<file path="src/shared/correlator_defs.vh">
// constants for the binary correlator block: register map, fields, resets
// assumes a plain register port with one-cycle read latency
//
// Contract
// RL1: array is eight stages of 32 taps, chained for 1/2/4/8-bit data
// RL2: window scales with precision, 8x32 down to 1x256
// RL3: split mode gives two correlators, 4x32 down to 1x128 each
// RL4: one mask bit per tap; set bit removes that tap from score
// RL5: agreements pass weight-and-sum with host-chosen weight per bit position; only positions 0-3 are writable, 4-7 stay at shift 0
// RL6: host offset is added to every weighted score
// RL7: score passes programmable delay into cascade summer
// RL8: host configures through control registers over processor bus
// RL9: control, mask, reference double buffered; active copy stays undisturbed
// RL10: one-dimensional and two-dimensional correlation both supported
// RL11: buffered contents move to active copies only on host transfer
`ifndef CORRELATOR_DEFS_VH
`define CORRELATOR_DEFS_VH

`define ADR_W          6
`define ADR_CTRL       6'h00
`define ADR_WEIGHT     6'h01
`define ADR_OFFSET     6'h02
`define ADR_DELAY      6'h03
`define ADR_XFER       6'h04
`define ADR_STATUS     6'h05
`define ADR_SCORE_A    6'h06
`define ADR_SCORE_B    6'h07
`define ADR_MASK0      6'h10
`define ADR_REF0       6'h20
`define ADR_BANK_MSK   6'h30
`define ADR_IDX_MSK    6'h0f

`define CTRL_PREC_LO   0
`define CTRL_PREC_HI   1
`define CTRL_SPLIT     2
`define PREC_1BIT      2'h0
`define PREC_2BIT      2'h1
`define PREC_4BIT      2'h2
`define PREC_8BIT      2'h3

`define CTRL_RST       3'h0
`define WEIGHT_RST     32'h0000_0000
`define OFFSET_RST     16'h0000
`define DELAY_RST      4'h0
`define WORD_RST       16'h0000

`endif

</file>
<file path="src/hdl/corr_fifo.v">
// synchronous fifo with valid/ready on both sides
// assumes one clock, asynchronous active-low reset
`timescale 1ns/1ps
module corr_fifo #(
   parameter WIDTH = 8,
   parameter DEPTH = 32,
   parameter AW    = 5
) (
   input  wire             clk,
   input  wire             arst_n,
   input  wire [WIDTH-1:0] in_data,
   input  wire             in_valid,
   output wire             in_ready,
   output reg  [WIDTH-1:0] out_data,
   output wire             out_valid,
   input  wire             out_ready
);
   reg [WIDTH-1:0] mem [0:DEPTH-1];
   reg [AW-1:0]    wr_q;
   reg [AW-1:0]    rd_q;
   reg [AW:0]      cnt_q;
   wire            push;
   wire            pop;

   assign in_ready  = (cnt_q != DEPTH[AW:0]);
   assign out_valid = (cnt_q != {(AW+1){1'b0}});
   assign push      = in_valid & in_ready;
   assign pop       = out_valid & out_ready;

   always @* begin
      out_data = mem[rd_q];
   end

   always @(posedge clk) begin
      if (push) begin
         mem[wr_q] <= in_data;
      end
   end

   always @(posedge clk or negedge arst_n) begin
      if (!arst_n) begin
         wr_q  <= {AW{1'b0}};
         rd_q  <= {AW{1'b0}};
         cnt_q <= {(AW+1){1'b0}};
      end else begin
         if (push) begin
            wr_q <= (wr_q == DEPTH[AW-1:0] - 1'b1) ? {AW{1'b0}} : wr_q + 1'b1;
         end
         if (pop) begin
            rd_q <= (rd_q == DEPTH[AW-1:0] - 1'b1) ? {AW{1'b0}} : rd_q + 1'b1;
         end
         cnt_q <= cnt_q + {{AW{1'b0}}, push} - {{AW{1'b0}}, pop};
      end
   end
endmodule

</file>
<file path="src/hdl/corr_delay.v">
// programmable delay line for the offset score
// assumes one clock; tap 0 means no extra delay
`timescale 1ns/1ps
module corr_delay #(
   parameter WIDTH = 16,
   parameter DEPTH = 16,
   parameter SW    = 4
) (
   input  wire             clk,
   input  wire             arst_n,
   input  wire             shift,
   input  wire [SW-1:0]    sel,
   input  wire [WIDTH-1:0] din,
   output reg  [WIDTH-1:0] dout
);
   reg [WIDTH-1:0] line_q [0:DEPTH-1];
   integer i;

   always @(posedge clk or negedge arst_n) begin
      if (!arst_n) begin
         for (i = 0; i < DEPTH; i = i + 1) begin
            line_q[i] <= {WIDTH{1'b0}};
         end
      end else if (shift) begin
         line_q[0] <= din;
         for (i = 1; i < DEPTH; i = i + 1) begin
            line_q[i] <= line_q[i-1];
         end
      end
   end

   always @* begin
      dout = (sel == {SW{1'b0}}) ? din : line_q[sel - 1'b1];
   end
endmodule

</file>
<file path="src/hdl/binary_correlator.v">
// binary correlator: 256 taps in eight 32-tap stages, 1-bit reference
// assumes register port with one-cycle read data, samples via valid/ready
`timescale 1ns/1ps
`include "correlator_defs.vh"
module binary_correlator #(
   parameter TAPS  = 256,
   parameter STAGE = 32,
   parameter DW    = 8,
   parameter SCW   = 16,
   parameter DLY   = 16
) (
   input  wire           clk,
   input  wire           arst_n,
   input  wire [5:0]     reg_addr,
   input  wire [15:0]    reg_wdata,
   input  wire           reg_wr,
   input  wire           reg_rd,
   output reg  [15:0]    reg_rdata,
   input  wire [DW-1:0]  samp_a,
   input  wire [DW-1:0]  samp_b,
   input  wire           samp_valid,
   output wire           samp_ready,
   input  wire [SCW-1:0] cascade_in,
   output wire [SCW-1:0] score_out,
   output wire           score_valid,
   input  wire           score_ready
);
   localparam NW = TAPS / 16;

   ////////////////////////////////////////////////////////////////////////
   // shadow and active registers
   reg  [2:0]      ctrl_sh_q;
   reg  [2:0]      ctrl_q;
   reg  [31:0]     wgt_sh_q;
   reg  [31:0]     wgt_q;
   reg  [15:0]     ofs_sh_q;
   reg  [15:0]     ofs_q;
   reg  [3:0]      dly_sh_q;
   reg  [3:0]      dly_q;
   reg  [TAPS-1:0] mask_sh_q;
   reg  [TAPS-1:0] mask_q;
   reg  [TAPS-1:0] ref_sh_q;
   reg  [TAPS-1:0] ref_q;
   reg  [15:0]     xfer_cnt_q;
   reg  [SCW-1:0]  last_a_q;
   reg  [SCW-1:0]  last_b_q;
   wire            xfer;
   wire [5:0]      idx;
   wire            hit_mask;
   wire            hit_ref;
   genvar          gw;

   // RL8 host bus writes
   assign xfer     = reg_wr & (reg_addr == `ADR_XFER);
   assign idx      = reg_addr & `ADR_IDX_MSK;
   assign hit_mask = reg_wr & ((reg_addr & `ADR_BANK_MSK) == `ADR_MASK0);
   assign hit_ref  = reg_wr & ((reg_addr & `ADR_BANK_MSK) == `ADR_REF0);

   always @(posedge clk or negedge arst_n) begin
      if (!arst_n) begin
         ctrl_sh_q <= `CTRL_RST;
         wgt_sh_q  <= `WEIGHT_RST;
         ofs_sh_q  <= `OFFSET_RST;
         dly_sh_q  <= `DELAY_RST;
      end else if (reg_wr) begin
         case (reg_addr)
            `ADR_CTRL:   ctrl_sh_q <= reg_wdata[2:0];
            `ADR_WEIGHT: wgt_sh_q  <= {16'h0000, reg_wdata};
            `ADR_OFFSET: ofs_sh_q  <= reg_wdata;
            `ADR_DELAY:  dly_sh_q  <= reg_wdata[3:0];
            default: ;
         endcase
      end
   end

   // RL4 RL9 mask and reference words into shadows
   generate
      for (gw = 0; gw < NW; gw = gw + 1) begin : word
         always @(posedge clk or negedge arst_n) begin
            if (!arst_n) begin
               mask_sh_q[gw*16 +: 16] <= `WORD_RST;
               ref_sh_q[gw*16 +: 16]  <= `WORD_RST;
            end else begin
               if (hit_mask && idx == gw)
                  mask_sh_q[gw*16 +: 16] <= reg_wdata;
               if (hit_ref && idx == gw)
                  ref_sh_q[gw*16 +: 16]  <= reg_wdata;
            end
         end
      end
   endgenerate

   // RL9 RL11 active copies change only on transfer
   always @(posedge clk or negedge arst_n) begin
      if (!arst_n) begin
         ctrl_q     <= `CTRL_RST;
         wgt_q      <= `WEIGHT_RST;
         ofs_q      <= `OFFSET_RST;
         dly_q      <= `DELAY_RST;
         mask_q     <= {TAPS{1'b0}};
         ref_q      <= {TAPS{1'b0}};
         xfer_cnt_q <= `WORD_RST;
      end else if (xfer) begin
         ctrl_q     <= ctrl_sh_q;
         wgt_q      <= wgt_sh_q;
         ofs_q      <= ofs_sh_q;
         dly_q      <= dly_sh_q;
         mask_q     <= mask_sh_q;
         ref_q      <= ref_sh_q;
         xfer_cnt_q <= xfer_cnt_q + 16'h0001;
      end
   end

   ////////////////////////////////////////////////////////////////////////
   // tap array
   wire [1:0]      prec  = ctrl_q[`CTRL_PREC_HI:`CTRL_PREC_LO];
   wire            split = ctrl_q[`CTRL_SPLIT];
   reg  [TAPS-1:0] shreg_q;
   reg  [TAPS-1:0] shnext;
   reg  [TAPS-1:0] agree;
   wire            fire;
   integer         r;
   integer         t;

   // RL1 RL2 RL3 RL10 rows chained by precision; split halves the array
   always @* begin
      shnext = shreg_q;
      for (r = 0; r < 8; r = r + 1) begin
         for (t = STAGE-1; t > 0; t = t - 1)
            shnext[r*STAGE+t] = shreg_q[r*STAGE+t-1];
         // row r head: own data bit, or chained from previous row
         case (prec)
            `PREC_8BIT: shnext[r*STAGE] = samp_a[r];
            `PREC_4BIT: shnext[r*STAGE] = (r % 2 == 0) ?
               (split && r >= 4 ? samp_b[(r-4)/2] : samp_a[r/2]) :
               shreg_q[r*STAGE-1];
            `PREC_2BIT: shnext[r*STAGE] = (r % 4 == 0) ?
               (split && r >= 4 ? samp_b[0] : samp_a[r/4]) :
               shreg_q[r*STAGE-1];
            default: shnext[r*STAGE] = (r == 0) ? samp_a[0] :
               (split && r == 4) ? samp_b[0] : shreg_q[r*STAGE-1];
         endcase
         if (split) begin
            case (prec)
               `PREC_4BIT: shnext[r*STAGE] = (r % 2 == 0) ?
                  (r >= 4 ? samp_b[(r-4)/2] : samp_a[r/2]) :
                  shreg_q[r*STAGE-1];
               `PREC_8BIT: shnext[r*STAGE] = (r >= 4) ?
                  samp_b[r-4] : samp_a[r];
               default: shnext[r*STAGE] = shnext[r*STAGE];
            endcase
         end
      end
   end

   always @(posedge clk or negedge arst_n) begin
      if (!arst_n)
         shreg_q <= {TAPS{1'b0}};
      else if (fire)
         shreg_q <= shnext;
   end

   // RL4 masked taps contribute nothing
   genvar g;
   generate
      for (g = 0; g < TAPS; g = g + 1) begin : tap
         always @* agree[g] = ~(shreg_q[g] ^ ref_q[g]) & ~mask_q[g];
      end
   endgenerate

   ////////////////////////////////////////////////////////////////////////
   // weight and sum
   reg [8*SCW-1:0] row_term;
   reg [SCW-1:0]   sum_a;
   reg [SCW-1:0]   sum_b;
   integer         rs;
   genvar          gr;

   // RL5 row count shifted by its bit position weight
   generate
      for (gr = 0; gr < 8; gr = gr + 1) begin : row
         reg [5:0] cnt;
         reg [3:0] w;
         integer   j;
         integer   p;
         always @* begin
            cnt = 6'h00;
            for (j = 0; j < STAGE; j = j + 1)
               cnt = cnt + {5'h00, agree[gr*STAGE+j]};
            case (prec)
               `PREC_8BIT: p = (split && gr >= 4) ? gr - 4 : gr;
               `PREC_4BIT: p = (split && gr >= 4) ? (gr - 4) / 2 : gr / 2;
               `PREC_2BIT: p = (split && gr >= 4) ? 0 : gr / 4;
               default:    p = 0;
            endcase
            w = wgt_q[p*4 +: 4];
            row_term[gr*SCW +: SCW] = {{(SCW-6){1'b0}}, cnt} << w;
         end
      end
   endgenerate

   // split: upper four rows form the second score
   always @* begin
      sum_a = {SCW{1'b0}};
      sum_b = {SCW{1'b0}};
      for (rs = 0; rs < 8; rs = rs + 1) begin
         if (split && rs >= 4)
            sum_b = sum_b + row_term[rs*SCW +: SCW];
         else
            sum_a = sum_a + row_term[rs*SCW +: SCW];
      end
   end

   ////////////////////////////////////////////////////////////////////////
   // offset, delay, cascade
   reg  [SCW-1:0] ofs_score_q;
   reg            ofs_vld_q;
   wire [SCW-1:0] dly_score;
   wire [SCW-1:0] casc_sum;
   wire           fifo_ready;
   wire           stage_free;
   wire           stage_push;
   wire [SCW-1:0] fifo_data;
   wire           fifo_valid;
   wire           fifo_take;
   wire           fifo_pop;
   reg  [SCW-1:0] score_q;
   reg            score_vld_q;

   // score stage holds its word while the fifo is full
   assign stage_push = ofs_vld_q & fifo_ready;
   assign stage_free = ~ofs_vld_q | fifo_ready;
   assign fire       = samp_valid & stage_free;
   assign samp_ready = stage_free;

   // RL6 offset added to every score
   always @(posedge clk or negedge arst_n) begin
      if (!arst_n) begin
         ofs_score_q <= {SCW{1'b0}};
         ofs_vld_q   <= 1'b0;
         last_a_q    <= {SCW{1'b0}};
         last_b_q    <= {SCW{1'b0}};
      end else begin
         ofs_vld_q <= fire | (ofs_vld_q & ~fifo_ready);
         if (fire) begin
            ofs_score_q <= sum_a + ofs_q[SCW-1:0];
            last_a_q    <= sum_a + ofs_q[SCW-1:0];
            last_b_q    <= sum_b + ofs_q[SCW-1:0];
         end
      end
   end

   // RL7 programmable delay into cascade summer
   corr_delay #(.WIDTH(SCW), .DEPTH(DLY), .SW(4)) u_dly (
      .clk    (clk),
      .arst_n (arst_n),
      .shift  (stage_push),
      .sel    (dly_q),
      .din    (ofs_score_q),
      .dout   (dly_score)
   );

   assign casc_sum = dly_score + cascade_in;

   corr_fifo #(.WIDTH(SCW), .DEPTH(32), .AW(5)) u_fifo (
      .clk       (clk),
      .arst_n    (arst_n),
      .in_data   (casc_sum),
      .in_valid  (ofs_vld_q),
      .in_ready  (fifo_ready),
      .out_data  (fifo_data),
      .out_valid (fifo_valid),
      .out_ready (fifo_take)
   );

   // output register keeps score_out off the fifo read mux
   assign fifo_take   = ~score_vld_q | score_ready;
   assign fifo_pop    = fifo_valid & fifo_take;
   assign score_out   = score_q;
   assign score_valid = score_vld_q;

   always @(posedge clk or negedge arst_n) begin
      if (!arst_n) begin
         score_q     <= {SCW{1'b0}};
         score_vld_q <= 1'b0;
      end else begin
         score_vld_q <= fifo_pop | (score_vld_q & ~score_ready);
         if (fifo_pop)
            score_q <= fifo_data;
      end
   end

   ////////////////////////////////////////////////////////////////////////
   // read port
   always @(posedge clk or negedge arst_n) begin
      if (!arst_n)
         reg_rdata <= `WORD_RST;
      else if (reg_rd) begin
         case (reg_addr)
            `ADR_CTRL:    reg_rdata <= {13'h0000, ctrl_q};
            `ADR_WEIGHT:  reg_rdata <= wgt_q[15:0];
            `ADR_OFFSET:  reg_rdata <= ofs_q;
            `ADR_DELAY:   reg_rdata <= {12'h000, dly_q};
            `ADR_STATUS:  reg_rdata <= xfer_cnt_q;
            `ADR_SCORE_A: reg_rdata <= last_a_q;
            `ADR_SCORE_B: reg_rdata <= last_b_q;
            default:      reg_rdata <= `WORD_RST;
         endcase
      end else
         reg_rdata <= `WORD_RST;
   end
endmodule

</file>
<file path="config.mk">
export PLATFORM = sky130hd
export DESIGN_NAME = binary_correlator
export DESIGN_NICKNAME = d
export VERILOG_FILES = /design/src/hdl/corr_fifo.v /design/src/hdl/corr_delay.v /design/src/hdl/binary_correlator.v
export VERILOG_INCLUDE_DIRS = /design/src /design/src/shared
export SDC_FILE = /design/constraint.sdc
export NUM_CORES = 2
export LEC_CHECK = 0
export ABC_CLOCK_PERIOD_IN_PS = 33000
export BUFFER_PORTS_ARGS = -buffer_cell sky130_fd_sc_hd__buf_4
export CAP_MARGIN = 20
export CORE_MARGIN = 3
export CORE_UTILIZATION = 60
export DETAILED_ROUTE_END_ITERATION = 12
export PLACE_DENSITY = 0.75
export SYNTH_ARGS = -nofsm -noshare
export SYNTH_HDL_FRONTEND = slang
export SYNTH_SLANG_ARGS = --single-unit
</file>
<file path="constraint.sdc">
create_clock -name clk -period 33 [get_ports clk]
set_clock_uncertainty 0.05 [all_clocks]
set_input_delay 3.3 -clock clk [delete_from_list [all_inputs] [get_ports clk]]
set_output_delay 3.3 -clock clk [all_outputs]
set_load 0.03 [all_outputs]
</file>
==> out/metrics.yaml <==
worst_setup_path:
  slowest_delay_ns: 0.61
  crit_arrival_ns: 15.80
  crit_slowest_cell: "a2111oi_0"
  required_ns: 33.76
  cp_max_fo: 4
  critPathCaptureType: "flip-flop"
  cpMostUsedCell: "fa_1"
  start_kind: "flip-flop"
  path_class: "reg -> reg"
synth:
  yosys-top-cells-area: "dfrtp_1 (40%), edfxtp_1 (14%), nand2_1 (12%), mux2_2 (6.1%), mux4_2 (5.1%)"
  async_flop_share_pct: 77.0
  yosysUniqueCellTypes: 94
  syn_nets: 10400
  yosysWarnings: 0
  synth_edf_count: 512
  synth.largest_area_cell: "dfrtp_1"
  syn_avg_cell_area_um2: 10.9
  post-synth-top-count-cell: "nand2_1"
  synth.cell_area_mm2: 0.107
  synth_top_area_share_pct: 39.9
  ys_seq_elements: 2224
  synthCells: 9843
  synth_flop_cell: "dfrtp_1"
  synth_seq_area_share_pct: 54.2
  synthTopCellsByCount: "nand2_1 (3443), dfrtp_1 (1712), mux2_2 (581)"
floorplan:
  rows: 154
  initial_core_util_pct: 60.7
  die-area_mm2: 0.184
  ioPinCount: 94
  core_area_mm2: 0.177
  die_h_um: 429
  die_w_um: 429
placement:
  place_congestion: 0.943
  place_inst: 11900
  dpl.hpwl_mm: 168
  place_ws_ns: 18.09
  io_buffers: 89
layout:
  fin_cells: 12300
  area_growth_pct: 9.92
  drive_gt1_share_pct: 14.7
  nets: 10300
global_route:
  grt_usage_pct: 29.7
  grt_max_degree: 220
  grt_pass1_vias: 73400
  grt_first_pass_wirelength_mm: 425
  grt_overflow: 0
  antenna_found_initial: 15
clocking:
  cts-root-buf: "clkbuf_16"
  ctsLongestPathBuffers: 3
  clk_pin_slew_worst_paths_ns: 0.06
  cts_made_buffers: 214
  cts_tree: "done"
  clk_latency_ns: 0.89
  ctsHoldBuffers: 0
  postCtsSetupBuffers: 0
  cts.htree.levels: 4
  cts_resized: 0
  cts_sinks: 2224
detailed_routing:
  wl_per_cell_um: 22.0
  drt_pass1_iterations: 9
  postRouteWirelength_mm: 271
  remaining_drc_errors: 0
  antenna_left: 0
  drtIter0Drc: 7061
  num_vias: 72400
  viasPerCell: 5.86
flow_run:
  maxCapViolations: 0
timing:
  hold_violations: 0
  setup_violations: 0
  rsz0062_at_grt: "false"
  slew_headroom_pct: 8.71
  fin_tns_setup_ns: 0
  fmax_mhz: 66.5
  finalCritPeriodShare_pct: 45.6
  drv_slew: 0
  setup_ws_ns: 17.95
  worst_pin_slew_ns: 1.37
  post-route-min-period_ns: 15.05
worst_hold_path:
  min_path_type: "reg -> reg"
outcome:
  status: "complete, no violations"
cell families after synthesis:
logic type | share of synthesized area (%)
mux | 11.7
simple gates | 16.2
compound gates | 4.23
fa+ha+maj | 7.14
flops | 54.2
xor+xnor | 3.58
buf+inv | 2.95
placed cells by master (no fill, tap or decap), types with 15 or more instances in the layout:
master,instances
edfxtp_1,512
o31ai_1,19
a21oi_1,163
xor2_1,136
a22oi_1,29
or3_1,17
clkinv_2,38
inv_1,350
dfrtp_1,1705
a21boi_0,17
nor2_1,306
bufinv_16,24
nor2b_1,42
o22ai_1,20
nand2b_1,209
clkbuf_16,216
ha_1,239
mux2i_1,51
a21o_1,52
mux2_2,581
nand3_1,69
fa_1,233
nor3_1,53
clkbuf_1,36
a31oi_1,55
xnor2_1,282
nand2_1,3440
clkbuf_8,33
o21bai_1,35
or2_2,15
o21ai_0,191
and2_1,48
buf_4,206
mux4_2,242
sequential cells by signal (all words and copies together), names as in the netlist, 256 cells and up:
register	flops
u_fifo.mem	512
mask_q	256
mask_sh_q	256
ref_q	256
ref_sh_q	256
shreg_q	256
u_dly.line_q	256
path summary, 6_finish.rpt:
path	start	to	slack, ns	depth (start not counted)
worst max-delay path	shreg_q[91]	ofs_score_q[15]	17.95	55
worst min-delay path	ref_sh_q[245]	ref_q[245]	0.39	2
worst max register to register	shreg_q[91]	ofs_score_q[15]	17.95	55
worst min register to register	ref_sh_q[245]	ref_q[245]	0.39	2
max in group asynchronous	arst_n	u_fifo.rd_q[1]	25.60	6
min in group asynchronous	arst_n	shreg_q[120]	2.36	1
through the flow:
stage | utilization [%] | hold WS, ns | instance area, um^2
2_1_floorplan | - | 0.383 | 107000
3_3_place_gp | 62.4 | 0.390 | 110000
3_5_place_dp | 62.4 | 0.393 | 111000
4_1_cts | 66.6 | 0.385 | 118000
5_1_grt | 66.7 | 0.416 | 118000
6_report | 66.7 | 0.391 | 118000
critical path: cells and delay by family, from the launching register on:
| kind | cells | cell delay, ns |
|---|---|---|
| adders and majority gates | 15 | 6.65 |
| AOI/OAI and AO/OA | 19 | 4.03 |
| xor gates and xnor gates | 7 | 1.73 |
| and+or+nand+nor | 7 | 1.35 |
| muxes | 2 | 0.47 |
| DFF | 1 | 0.41 |
| buffers and inverters | 5 | 0.28 |
per-layer routing:
| layer | vias to the layer above | part of all wire [%] | routed length, um | global-route usage (%) |
|---|---|---|---|---|
| met5 | - | 0.0088 | 24 | 0 |
| met4 | 4 | 4.4 | 12000 | 12.5 |
| met3 | 562 | 6.5 | 17700 | 4.58 |
| met2 | 2503 | 49 | 133000 | 48.9 |
| met1 | 36700 | 40 | 109000 | 39.6 |
| li1 | 32600 | - | - | - |
layout make-up:
cell class | count | area (um^2)
fillers | 12700 | 59000
flip-flops and latches | 2224 | 58200
multi-input cells | 6794 | 46300
clock buffers | 286 | 6000
well taps | 2340 | 2930
repair buffers | 226 | 1920
clock inverters | 104 | 1380
inverters | 353 | 1330
diodes | 11 | 27.5
Power is left out: the tool's default activity adds up to more than one toggle a clock period on the data nets, which glitch-free logic cannot reach.
